$ cat config.mk
export PLATFORM = sky130hd
export DESIGN_NAME = overclock_watchdog_reset
export DESIGN_NICKNAME = d
export VERILOG_FILES = /design/src/logic/overclock_watchdog_reset.v /design/src/logic/wdog_tick_div.v
export VERILOG_INCLUDE_DIRS = /design/src /design/src/logic
export SDC_FILE = /design/constraint.sdc
export NUM_CORES = 1
export LEC_CHECK = 0
export ABC_AREA = 1
export BUFFER_PORTS_ARGS = -buffer_cell sky130_fd_sc_hd__clkbuf_2
export CORE_ASPECT_RATIO = 1.75
export CORE_MARGIN = 2
export CORE_UTILIZATION = 61
export CTS_CLUSTER_DIAMETER = 30
export DETAILED_ROUTE_END_ITERATION = 10
export HOLD_SLACK_MARGIN = 0.03
export PLACE_DENSITY = 0.83
export SYNTH_ARGS = -nofsm -noshare
export SYNTH_HDL_FRONTEND = slang
export SYNTH_SLANG_ARGS = --single-unit
$ cat constraint.sdc
create_clock -name clock_i -period 3.89 [get_ports clock_i]
set_input_delay 0.778 -clock clock_i [delete_from_list [all_inputs] [get_ports clock_i]]
set_output_delay 0.778 -clock clock_i [all_outputs]
set_load 0.01 [all_outputs]
$ cat src/logic/wdog_map.vh
`ifndef WDOG_MAP_VH
`define WDOG_MAP_VH

// Register byte indices on the management bus.
`define WDOG_IDX_CTRL        8'h0E
`define WDOG_IDX_RECOV_N_LO  8'h0F
`define WDOG_IDX_AUTO        8'h10
`define WDOG_IDX_RECOV_N_HI  8'h11

// Control byte field positions.
`define WDOG_CTRL_ARM        0
`define WDOG_CTRL_INTV_LO    1
`define WDOG_CTRL_INTV_HI    3
`define WDOG_CTRL_SCALE      4
`define WDOG_CTRL_RMODE      5
`define WDOG_CTRL_RSRC       6
`define WDOG_CTRL_SOFTRST    7

// Status byte field positions.
`define WDOG_AUTO_BIT        0
`define WDOG_ALARM_BIT       1

// Reset values.
`define WDOG_RST_INTV        3'h0
`define WDOG_RST_SCALE       1'h1
`define WDOG_RST_AUTO        1'h1
`define WDOG_RST_RECOV_N     9'h000

// Timing figures.
`define WDOG_CLK_MHZ         100
`define WDOG_TICK_US         1000
`define WDOG_PULSE_MS        20
`define WDOG_SCALE0_MS       250
`define WDOG_SCALE1_MS       3000

`endif

$ cat src/logic/overclock_watchdog_reset.v
// Functional notes
// - Expiry drives a 20 ms reset pulse.
// - Arming loads interval times scale, counts down.
// - Zero while armed: reset and alarm set.
// - Reset pin usable only when strap low.
// - Interval or scale change restarts countdown.
// - Idle after pulse until rewrite or rearm.
// - Arm resets zero; rising edge reloads.
// - Three-bit interval, code zero test mode.
// - Alarm resets zero, set on expiry, clearable.
// - Scale bit: 250 ms or 3 s, reset one.
// - Reset-mode zero recovers, one pulse only.
// - Recovery source: hardware or stored N.
// - Autorecovery resets one; clear allows user writes.
// - Nine-bit recovery N register.
// - Hardware recovery restores boot M, N, O.
// - Auto recovery restores values captured at arm.
// - Manual: user N, hidden captured M.
// - No recovery keeps current dividers.
// - Soft reset bit write emits pulse.
// - Soft pulse length equals expiry pulse.
// - Soft reset bit self-clears as the pulse starts.
// - Low N byte at index 15, resets zero.
// - Only CPU PLL dividers are restored.
// - Software-select frequency uses hardware recovery only.
`timescale 1ns/10ps
`include "wdog_map.vh"

module overclock_watchdog_reset #(
    parameter MW      = 7,
    parameter NW      = 9,
    parameter OW      = 4,
    parameter TICK_DIV = `WDOG_CLK_MHZ * `WDOG_TICK_US
) (
    // Clock and reset.
    input  wire          clock_i,
    input  wire          rst_b_i,
    // Management register byte port.
    input  wire          reg_wr_i,
    input  wire [7:0]    reg_idx_i,
    input  wire [7:0]    reg_wdata_i,
    input  wire          xfer_done_i,
    output reg  [7:0]    reg_rdata_o,
    // Boot straps and power good.
    input  wire          cpu_rail_good_in_n_i,
    input  wire          reset_pin_enable_strap_i,
    input  wire [MW-1:0] boot_m_i,
    input  wire [NW-1:0] boot_n_i,
    input  wire [OW-1:0] boot_o_i,
    input  wire          sw_freq_select_code_i,
    // Current CPU PLL dividers.
    input  wire [MW-1:0] cur_m_i,
    input  wire [NW-1:0] cur_n_i,
    // Restore outputs toward the CPU PLL.
    output reg           restore_o,
    output reg  [MW-1:0] restore_m_o,
    output reg  [NW-1:0] restore_n_o,
    output reg           restore_o_valid_o,
    output reg  [OW-1:0] restore_div_o_o,
    // System reset pin.
    output reg           system_reset_out_n_o
);
    // Counter width; sixteen bits hold the longest interval in ticks.
    localparam CW = 16;

    // Pulse and scale lengths in ticks.
    localparam [CW-1:0] PULSE_TICKS  = (`WDOG_PULSE_MS * 1000) / `WDOG_TICK_US;
    localparam [CW-1:0] SCALE0_TICKS = (`WDOG_SCALE0_MS * 1000) / `WDOG_TICK_US;
    localparam [CW-1:0] SCALE1_TICKS = (`WDOG_SCALE1_MS * 1000) / `WDOG_TICK_US;

    // Sequencer states.
    localparam [1:0] ST_IDLE  = 2'h0;
    localparam [1:0] ST_COUNT = 2'h1;
    localparam [1:0] ST_PULSE = 2'h2;

    // Register fields; all but the hidden captured recovery M are software-visible.
    reg              arm_bit_ff;
    reg  [2:0]       intv_ff;
    reg              scale_ff;
    reg              rmode_ff;
    reg              rsrc_ff;
    reg              soft_rst_ff;
    reg              auto_ff;
    reg              alarm_ff;
    reg  [NW-1:0]    recov_n_ff;
    reg  [MW-1:0]    recov_m_ff;

    // Values caught once at boot.
    reg              strap_ok_ff;
    reg              booted_ff;
    reg  [MW-1:0]    hw_m_ff;
    reg  [NW-1:0]    hw_n_ff;
    reg  [OW-1:0]    hw_o_ff;

    // Countdown and pulse sequencer state.
    reg  [1:0]       state_ff;
    reg  [CW-1:0]    cnt_ff;
    reg              soft_pend_ff;
    reg              soft_pulse_ff;
    wire             tick;
    reg  [CW-1:0]    nxt_load;

    // Decoded write strobes and sequencer events.
    wire             wr_ctrl;
    wire             wr_auto;
    wire             wr_n_lo;
    wire             wr_n_hi;
    wire             soft_req;
    wire             rearm;
    wire             retime;
    wire             expire;

    // True when this cycle carries a byte write to the wanted index.
    function wr_hit;
        input       wr;
        input [7:0] idx;
        input [7:0] want;
        begin
            wr_hit = wr && (idx == want);
        end
    endfunction

    // Interval code times the selected scale; code zero is the short test mode.
    function [CW-1:0] load_val;
        input [2:0] code;
        input       scale;
        begin
            if (code == 3'h0) begin
                load_val = 16'h0001;
            end else if (scale) begin
                load_val = SCALE1_TICKS * {13'h0, code};
            end else begin
                load_val = SCALE0_TICKS * {13'h0, code};
            end
        end
    endfunction

    wdog_tick_div #(
        .DIV (TICK_DIV)
    ) u_tick (
        .clock_i (clock_i),
        .rst_b_i (rst_b_i),
        .tick_o  (tick)
    );

    // Byte write decode; recovery N bytes are refused while autorecovery owns them.
    assign wr_ctrl  = wr_hit(reg_wr_i, reg_idx_i, `WDOG_IDX_CTRL);
    assign wr_auto  = wr_hit(reg_wr_i, reg_idx_i, `WDOG_IDX_AUTO);
    assign wr_n_lo  = wr_hit(reg_wr_i, reg_idx_i, `WDOG_IDX_RECOV_N_LO) && !auto_ff;
    assign wr_n_hi  = wr_hit(reg_wr_i, reg_idx_i, `WDOG_IDX_RECOV_N_HI) && !auto_ff;
    assign soft_req = wr_ctrl && reg_wdata_i[`WDOG_CTRL_SOFTRST];

    // Arming edge, interval change and expiry events.
    assign rearm   = wr_ctrl && reg_wdata_i[`WDOG_CTRL_ARM] && !arm_bit_ff;
    assign retime  = wr_ctrl && arm_bit_ff && reg_wdata_i[`WDOG_CTRL_ARM] &&
                     ((reg_wdata_i[`WDOG_CTRL_INTV_HI:`WDOG_CTRL_INTV_LO] != intv_ff) ||
                      (reg_wdata_i[`WDOG_CTRL_SCALE] != scale_ff));
    assign expire  = (state_ff == ST_COUNT) && tick && (cnt_ff <= 16'h0001) &&
                     arm_bit_ff;

    always @* begin
        nxt_load = load_val(reg_wdata_i[`WDOG_CTRL_INTV_HI:`WDOG_CTRL_INTV_LO],
                            reg_wdata_i[`WDOG_CTRL_SCALE]);
    end

    // Boot straps are caught once, at the first low level of power good.
    always @(posedge clock_i or negedge rst_b_i) begin
        if (!rst_b_i) begin
            booted_ff   <= 1'b0;
            strap_ok_ff <= 1'b0;
            hw_m_ff     <= {MW{1'b0}};
            hw_n_ff     <= {NW{1'b0}};
            hw_o_ff     <= {OW{1'b0}};
        end else if (!booted_ff && !cpu_rail_good_in_n_i) begin
            booted_ff   <= 1'b1;
            strap_ok_ff <= !reset_pin_enable_strap_i;
            hw_m_ff     <= boot_m_i;
            hw_n_ff     <= boot_n_i;
            hw_o_ff     <= boot_o_i;
        end
    end

    // Register writes; hardware events win over software clears.
    always @(posedge clock_i or negedge rst_b_i) begin
        if (!rst_b_i) begin
            arm_bit_ff  <= 1'b0;
            intv_ff     <= `WDOG_RST_INTV;
            scale_ff    <= `WDOG_RST_SCALE;
            rmode_ff    <= 1'b0;
            rsrc_ff     <= 1'b0;
            soft_rst_ff <= 1'b0;
            auto_ff     <= `WDOG_RST_AUTO;
            alarm_ff    <= 1'b0;
            recov_n_ff  <= `WDOG_RST_RECOV_N;
            recov_m_ff  <= {MW{1'b0}};
        end else begin
            if (wr_ctrl) begin
                arm_bit_ff  <= reg_wdata_i[`WDOG_CTRL_ARM];
                intv_ff     <= reg_wdata_i[`WDOG_CTRL_INTV_HI:`WDOG_CTRL_INTV_LO];
                scale_ff    <= reg_wdata_i[`WDOG_CTRL_SCALE];
                rmode_ff    <= reg_wdata_i[`WDOG_CTRL_RMODE];
                rsrc_ff     <= reg_wdata_i[`WDOG_CTRL_RSRC];
                soft_rst_ff <= reg_wdata_i[`WDOG_CTRL_SOFTRST] | soft_rst_ff;
            end else if (soft_pulse_ff) begin
                soft_rst_ff <= 1'b0;
            end
            if (wr_auto) begin
                auto_ff <= reg_wdata_i[`WDOG_AUTO_BIT];
            end
            // Expiry wins over a clear written in the same cycle.
            if (expire) begin
                alarm_ff <= 1'b1;
            end else if (wr_auto && reg_wdata_i[`WDOG_ALARM_BIT]) begin
                alarm_ff <= 1'b0;
            end
            // Arming captures the current M, and the current N when autorecovery is set, for later restore.
            if (rearm) begin
                recov_m_ff <= cur_m_i;
                if (auto_ff) begin
                    recov_n_ff <= cur_n_i;
                end
            end else if (wr_n_lo) begin
                recov_n_ff[7:0] <= reg_wdata_i;
            end else if (wr_n_hi) begin
                recov_n_ff[NW-1:8] <= reg_wdata_i[NW-9:0];
            end
        end
    end

    // Countdown and pulse sequencer.
    always @(posedge clock_i or negedge rst_b_i) begin
        if (!rst_b_i) begin
            state_ff      <= ST_IDLE;
            cnt_ff        <= {CW{1'b0}};
            soft_pend_ff  <= 1'b0;
            soft_pulse_ff <= 1'b0;
        end else begin
            soft_pulse_ff <= 1'b0;
            if (soft_req) begin
                soft_pend_ff <= 1'b1;
            end
            case (state_ff)
                ST_IDLE: begin
                    // A pending soft request at the end of its transfer wins over arming.
                    if (soft_pend_ff && xfer_done_i) begin
                        soft_pend_ff <= 1'b0;
                        soft_pulse_ff <= 1'b1;
                        state_ff     <= ST_PULSE;
                        cnt_ff       <= PULSE_TICKS;
                    end else if (rearm || retime) begin
                        state_ff <= ST_COUNT;
                        cnt_ff   <= nxt_load;
                    end
                end
                ST_COUNT: begin
                    // Disarming stops the count; a new interval restarts it.
                    if (wr_ctrl && !reg_wdata_i[`WDOG_CTRL_ARM]) begin
                        state_ff <= ST_IDLE;
                    end else if (retime) begin
                        cnt_ff <= nxt_load;
                    end else if (soft_pend_ff && xfer_done_i) begin
                        soft_pend_ff  <= 1'b0;
                        soft_pulse_ff <= 1'b1;
                        state_ff      <= ST_PULSE;
                        cnt_ff        <= PULSE_TICKS;
                    end else if (expire) begin
                        state_ff <= ST_PULSE;
                        cnt_ff   <= PULSE_TICKS;
                    end else if (tick) begin
                        cnt_ff <= cnt_ff - 16'h0001;
                    end
                end
                ST_PULSE: begin
                    // The pulse runs its full length whatever is written meanwhile.
                    if (tick) begin
                        if (cnt_ff <= 16'h0001) begin
                            state_ff <= ST_IDLE;
                        end else begin
                            cnt_ff <= cnt_ff - 16'h0001;
                        end
                    end
                end
                default: begin
                    state_ff <= ST_IDLE;
                end
            endcase
        end
    end

    // Divider restore on expiry, CPU PLL only.
    always @(posedge clock_i or negedge rst_b_i) begin
        if (!rst_b_i) begin
            restore_o         <= 1'b0;
            restore_m_o       <= {MW{1'b0}};
            restore_n_o       <= {NW{1'b0}};
            restore_o_valid_o <= 1'b0;
            restore_div_o_o   <= {OW{1'b0}};
        end else begin
            restore_o <= expire && !rmode_ff;
            if (expire && !rmode_ff) begin
                if (!rsrc_ff || sw_freq_select_code_i) begin
                    restore_m_o       <= hw_m_ff;
                    restore_n_o       <= hw_n_ff;
                    restore_div_o_o   <= hw_o_ff;
                    restore_o_valid_o <= 1'b1;
                end else begin
                    // Stored values carry no output divider, so its valid flag drops.
                    restore_m_o       <= recov_m_ff;
                    restore_n_o       <= recov_n_ff;
                    restore_o_valid_o <= 1'b0;
                end
            end
        end
    end

    // Reset pin is low only during a pulse and when the strap allowed it.
    always @(posedge clock_i or negedge rst_b_i) begin
        if (!rst_b_i) begin
            system_reset_out_n_o <= 1'b1;
        end else begin
            system_reset_out_n_o <= !((state_ff == ST_PULSE) && strap_ok_ff);
        end
    end

    // Register readback.
    always @(posedge clock_i or negedge rst_b_i) begin
        if (!rst_b_i) begin
            reg_rdata_o <= 8'h00;
        end else begin
            case (reg_idx_i)
                `WDOG_IDX_CTRL:       reg_rdata_o <= {soft_rst_ff, rsrc_ff, rmode_ff,
                                                      scale_ff, intv_ff, arm_bit_ff};
                `WDOG_IDX_RECOV_N_LO: reg_rdata_o <= recov_n_ff[7:0];
                `WDOG_IDX_AUTO:       reg_rdata_o <= {6'h00, alarm_ff, auto_ff};
                `WDOG_IDX_RECOV_N_HI: reg_rdata_o <= {{(16-NW){1'b0}}, recov_n_ff[NW-1:8]};
                default:              reg_rdata_o <= 8'h00;
            endcase
        end
    end
endmodule

$ cat src/logic/wdog_tick_div.v
`timescale 1ns/10ps
// Divides the reference clock into a one-cycle tick enable.
module wdog_tick_div #(
    parameter DIV = 100000
) (
    // Clock and reset.
    input  wire        clock_i,
    input  wire        rst_b_i,
    // Tick output.
    output reg         tick_o
);
    reg  [31:0] cnt_ff;

    // Free-running counter emits one pulse every DIV cycles.
    always @(posedge clock_i or negedge rst_b_i) begin
        if (!rst_b_i) begin
            cnt_ff <= 32'h0;
            tick_o <= 1'b0;
        end else if (cnt_ff == DIV - 1) begin
            cnt_ff <= 32'h0;
            tick_o <= 1'b1;
        end else begin
            cnt_ff <= cnt_ff + 32'h1;
            tick_o <= 1'b0;
        end
    end
endmodule

==> impl_metrics.toml <==
[final_layout]
final_nets = 1200
multi_input_comb_area_um2 = 3790
layout.cells.most_common_list = "sky130_fd_sc_hd__nand2_1, sky130_fd_sc_hd__inv_1, sky130_fd_sc_hd__dfrtp_1"
area.growth.synth_to_final_pct = 15.1
final_util_pct = 71.9
layout_cell_share_with_drive_strength_beyond_1_pct = 16.1
final-seq-area_um2 = 3310
antenna_cells = 0
fillCellCount = 985
final_common_cell = "sky130_fd_sc_hd__nand2_1"

[clock_tree]
ctsHtreeMaxLevel = 4
root_buffer = "sky130_fd_sc_hd__clkbuf_16"
cts_buffer_depth = 2
clock-sinks = 132
clk_transition_reported_paths_ns = 0.06
postCtsSetupBuffers = 0
tritoncts = "done"
clk_latency_ns = 0.42
postCtsResizedCells = 0
cts_made_buffers = 17
hold_buffers = 0

[worst_setup_path]
critPathKind = "primary input to flip-flop"
timing.critical_path.to_type = "flip-flop"
timing.critical_path.from_type = "primary input"
worst_setup_path_startpoint = "reg_wdata_i[3]"
critical_path.reg2reg.startpoint = "state_ff[1]$_DFFE_PN0P_"
cp_max_fo = 8
critical_path_arrival_ns = 3.50
critPathRequiredTime_ns = 4.19

[power]
power.static_leakage_uw = 0.00482
powerDensity_nw_per_um2 = 537
worst_vdd_drop_uv = 393
fin_total_pwr_uw = 4800

[global_route]
number_of_global_route_vias_before_repair = 7015
grt_overflow_total = 0
wire_length_of_the_first_global_routing_pass_um = 32100
grt_antenna_before_repair = 0
pin_count_of_the_biggest_net_entering_global_routing = 56
gr-usage-all-layers_pct = 29.7

[route]
wire_per_inst_um = 14.8
detailroute.via_count = 7085
m1WireLength_um = 7440
initialDrtViolationCount = 379
first_pass_iteration_count_of_the_detailed_router = 8
totalWireLength_um = 19200
top_layer = "met4"
ant_nets = 0
wl_met3_um = 938
met2_length_um = 10100
detail_route.vias_per_cell = 5.45
drc = 0

[timing]
timing_hold_violations_final = 0
clock-skew-final_ns = 0.0113
setup_viol_count_final = 0
setup_tns_ns = 0
report.final.slew_viol_count = 0
rsz0062_at_grt = "no"
slew-limit-headroom_pct = 37.6
min_period_ns = 3.19
worstMarginPinSlew_ns = 0.934
layout_worst_path_cycle_share_pct = 82.1
achievable_freq_ghz = 0.313

[logic_synthesis]
synthesis.area_per_instance_um2 = 7.57
net_count_after_synthesis = 1108
netlist-cell-type-count = 46
number_of_synthesized_flops_with_an_enable_pin = 0
yosysSeqAreaShare_pct = 42.6
synth_top_area_cell = "sky130_fd_sc_hd__dfrtp_1"
synth_async_sr_flop_share_pct = 100
synth.top_cell.area_share_pct = 41.6
synthesis.yosys.warnings = 0
synth_seq_cells = 132
synth_ff_type = "sky130_fd_sc_hd__dfrtp_1"
netlist_top_cells_area = "sky130_fd_sc_hd__dfrtp_1, sky130_fd_sc_hd__nand2_1, sky130_fd_sc_hd__inv_1"
netlist_instances = 1026
post_synthesis_instance_area_um2 = 7770

[floorplanning]
core_um2 = 12400
dieWidth_um = 89.3
die_h_um = 153
initial_utilization_pct = 62.5
pin_count = 90
fp.dieArea_um2 = 13700
std_cell_rows = 54

[placed_design]
globalplace.congestion = 0.944
port-buffer-count = 89
hpwlAfterDp_um = 14000

[min_path]
holdCritPathClass = "primary input to async pin"

[job]
drv.max_cap_violation_count = 0

[status]
run_status = "finished clean"
-- state kept, by name (all words and copies together) (netlist names), 2 cells and up --
name and flops:
restore_n_o 9, restore_div_o_o 4, recov_n_ff 9, hw_n_ff 9
restore_m_o 7, u_tick.cnt_ff 32, hw_o_ff 4, reg_rdata_o 8
recov_m_ff 7, intv_ff 3, state_ff 2, cnt_ff 16
hw_m_ff 7
-- path summary, 6_finish.rpt --
path,slack (ns),cells past startpoint,endpoint
worst max-delay path,0.70,18,cnt_ff[13]$_DFFE_PN0P_
worst min-delay path,0.38,1,hw_n_ff[1]$_DFFE_PN0P_
worst max register to register,1.26,13,cnt_ff[1]$_DFFE_PN0P_
worst min register to register,0.40,1,system_reset_out_n_o$_DFF_PN1_
max in group asynchronous,2.64,2,auto_ff$_DFFE_PN1P_
min in group clock_i,0.40,1,system_reset_out_n_o$_DFF_PN1_
-- per-stage QoR --
stage / setup WS (ns) / cells / hold slack (ns) / instance area, um2
after CTS: 0.727 / 1299 / 0.398 / 8940
after detailed placement: 0.291 / 1267 / 0.389 / 8370
after floorplan: 0.736 / 1026 / 0.376 / 7770
after global placement: 0.379 / 1267 / 0.381 / 8370
after global routing: 0.406 / 1299 / 0.409 / 8940
final: 0.697 / 1299 / 0.378 / 8940
-- cells by family after synthesis --
kind of cell	share of synthesized area, %
compound gates	9.50
xor+xnor	3.04
fa+ha+maj	4.19
buf+inv	8.68
flops	42.6
simple gates	32.0
-- layer usage --
| layer | vias up | global-route usage (%) |
|---|---|---|
| met3 | 58 | 5.72 |
| met2 | 244 | 52.4 |
| met1 | 3309 | 33.5 |
| met5 | - | 0 |
| met4 | 0 | 13.2 |
| li1 | 3474 | - |
-- final cells by class --
class	instances	share of cell area (%)
flip-flops and latches	132	37.0
clock buffers	17	4.76
multi-input cells	727	42.4
inverters	145	6.20
clock inverters	15	1.65
well taps	168	2.35
repair buffers	95	5.65
-- power by group --
| group | internal, uW | switching [uW] |
|---|---|---|
| clock network | 898 | 660 |
| logic | 530 | 1030 |
| registers | 1550 | 133 |
| total | 2970 | 1830 |
-- critical path, cell delays in order --
cell and delay (ns):
sky130_fd_sc_hd__clkbuf_2 0.16, sky130_fd_sc_hd__inv_1 0.21, sky130_fd_sc_hd__fa_1 0.45, sky130_fd_sc_hd__inv_1 0.17
sky130_fd_sc_hd__ha_1 0.20, sky130_fd_sc_hd__inv_1 0.07, sky130_fd_sc_hd__fa_1 0.40, sky130_fd_sc_hd__inv_1 0.07
sky130_fd_sc_hd__nand2_1 0.07, sky130_fd_sc_hd__o21ai_0 0.28, sky130_fd_sc_hd__nand2_1 0.09, sky130_fd_sc_hd__nand2_1 0.08
sky130_fd_sc_hd__xor2_1 0.15, sky130_fd_sc_hd__nor2_1 0.07, sky130_fd_sc_hd__nand2_1 0.06, sky130_fd_sc_hd__nand3_1 0.08
sky130_fd_sc_hd__nand2_1 0.06, sky130_fd_sc_hd__nand2_1 0.04
-- Yosys cell counts, types with 2 or more instances --
master,number
sky130_fd_sc_hd__inv_2,5
sky130_fd_sc_hd__nand2_4,2
sky130_fd_sc_hd__o211ai_1,2
sky130_fd_sc_hd__a21oi_1,23
sky130_fd_sc_hd__a211oi_1,2
sky130_fd_sc_hd__nor4_1,7
sky130_fd_sc_hd__xor2_1,21
sky130_fd_sc_hd__ha_1,18
sky130_fd_sc_hd__nand4_1,27
sky130_fd_sc_hd__nand3_1,55
sky130_fd_sc_hd__nand3b_1,7
sky130_fd_sc_hd__nand2_1,302
sky130_fd_sc_hd__dfrtp_1,129
sky130_fd_sc_hd__or2_2,6
sky130_fd_sc_hd__nor2_4,5
sky130_fd_sc_hd__buf_2,3
sky130_fd_sc_hd__xnor2_1,6
sky130_fd_sc_hd__nor3_4,2
sky130_fd_sc_hd__o21ai_0,89
sky130_fd_sc_hd__dfstp_2,3
sky130_fd_sc_hd__fa_1,5
sky130_fd_sc_hd__o21ai_1,3
sky130_fd_sc_hd__o21bai_1,3
sky130_fd_sc_hd__inv_4,2
sky130_fd_sc_hd__nor2_8,2
sky130_fd_sc_hd__nand3_4,5
sky130_fd_sc_hd__a22o_1,2
sky130_fd_sc_hd__nand2_2,10
sky130_fd_sc_hd__nor2_2,8
sky130_fd_sc_hd__nor3_1,15
sky130_fd_sc_hd__nor2_1,83
sky130_fd_sc_hd__nand3_2,2
sky130_fd_sc_hd__clkbuf_1,14
sky130_fd_sc_hd__buf_6,4
sky130_fd_sc_hd__a31oi_1,8
sky130_fd_sc_hd__inv_1,136
No activity file was read; power rests on OpenSTA's default activity.
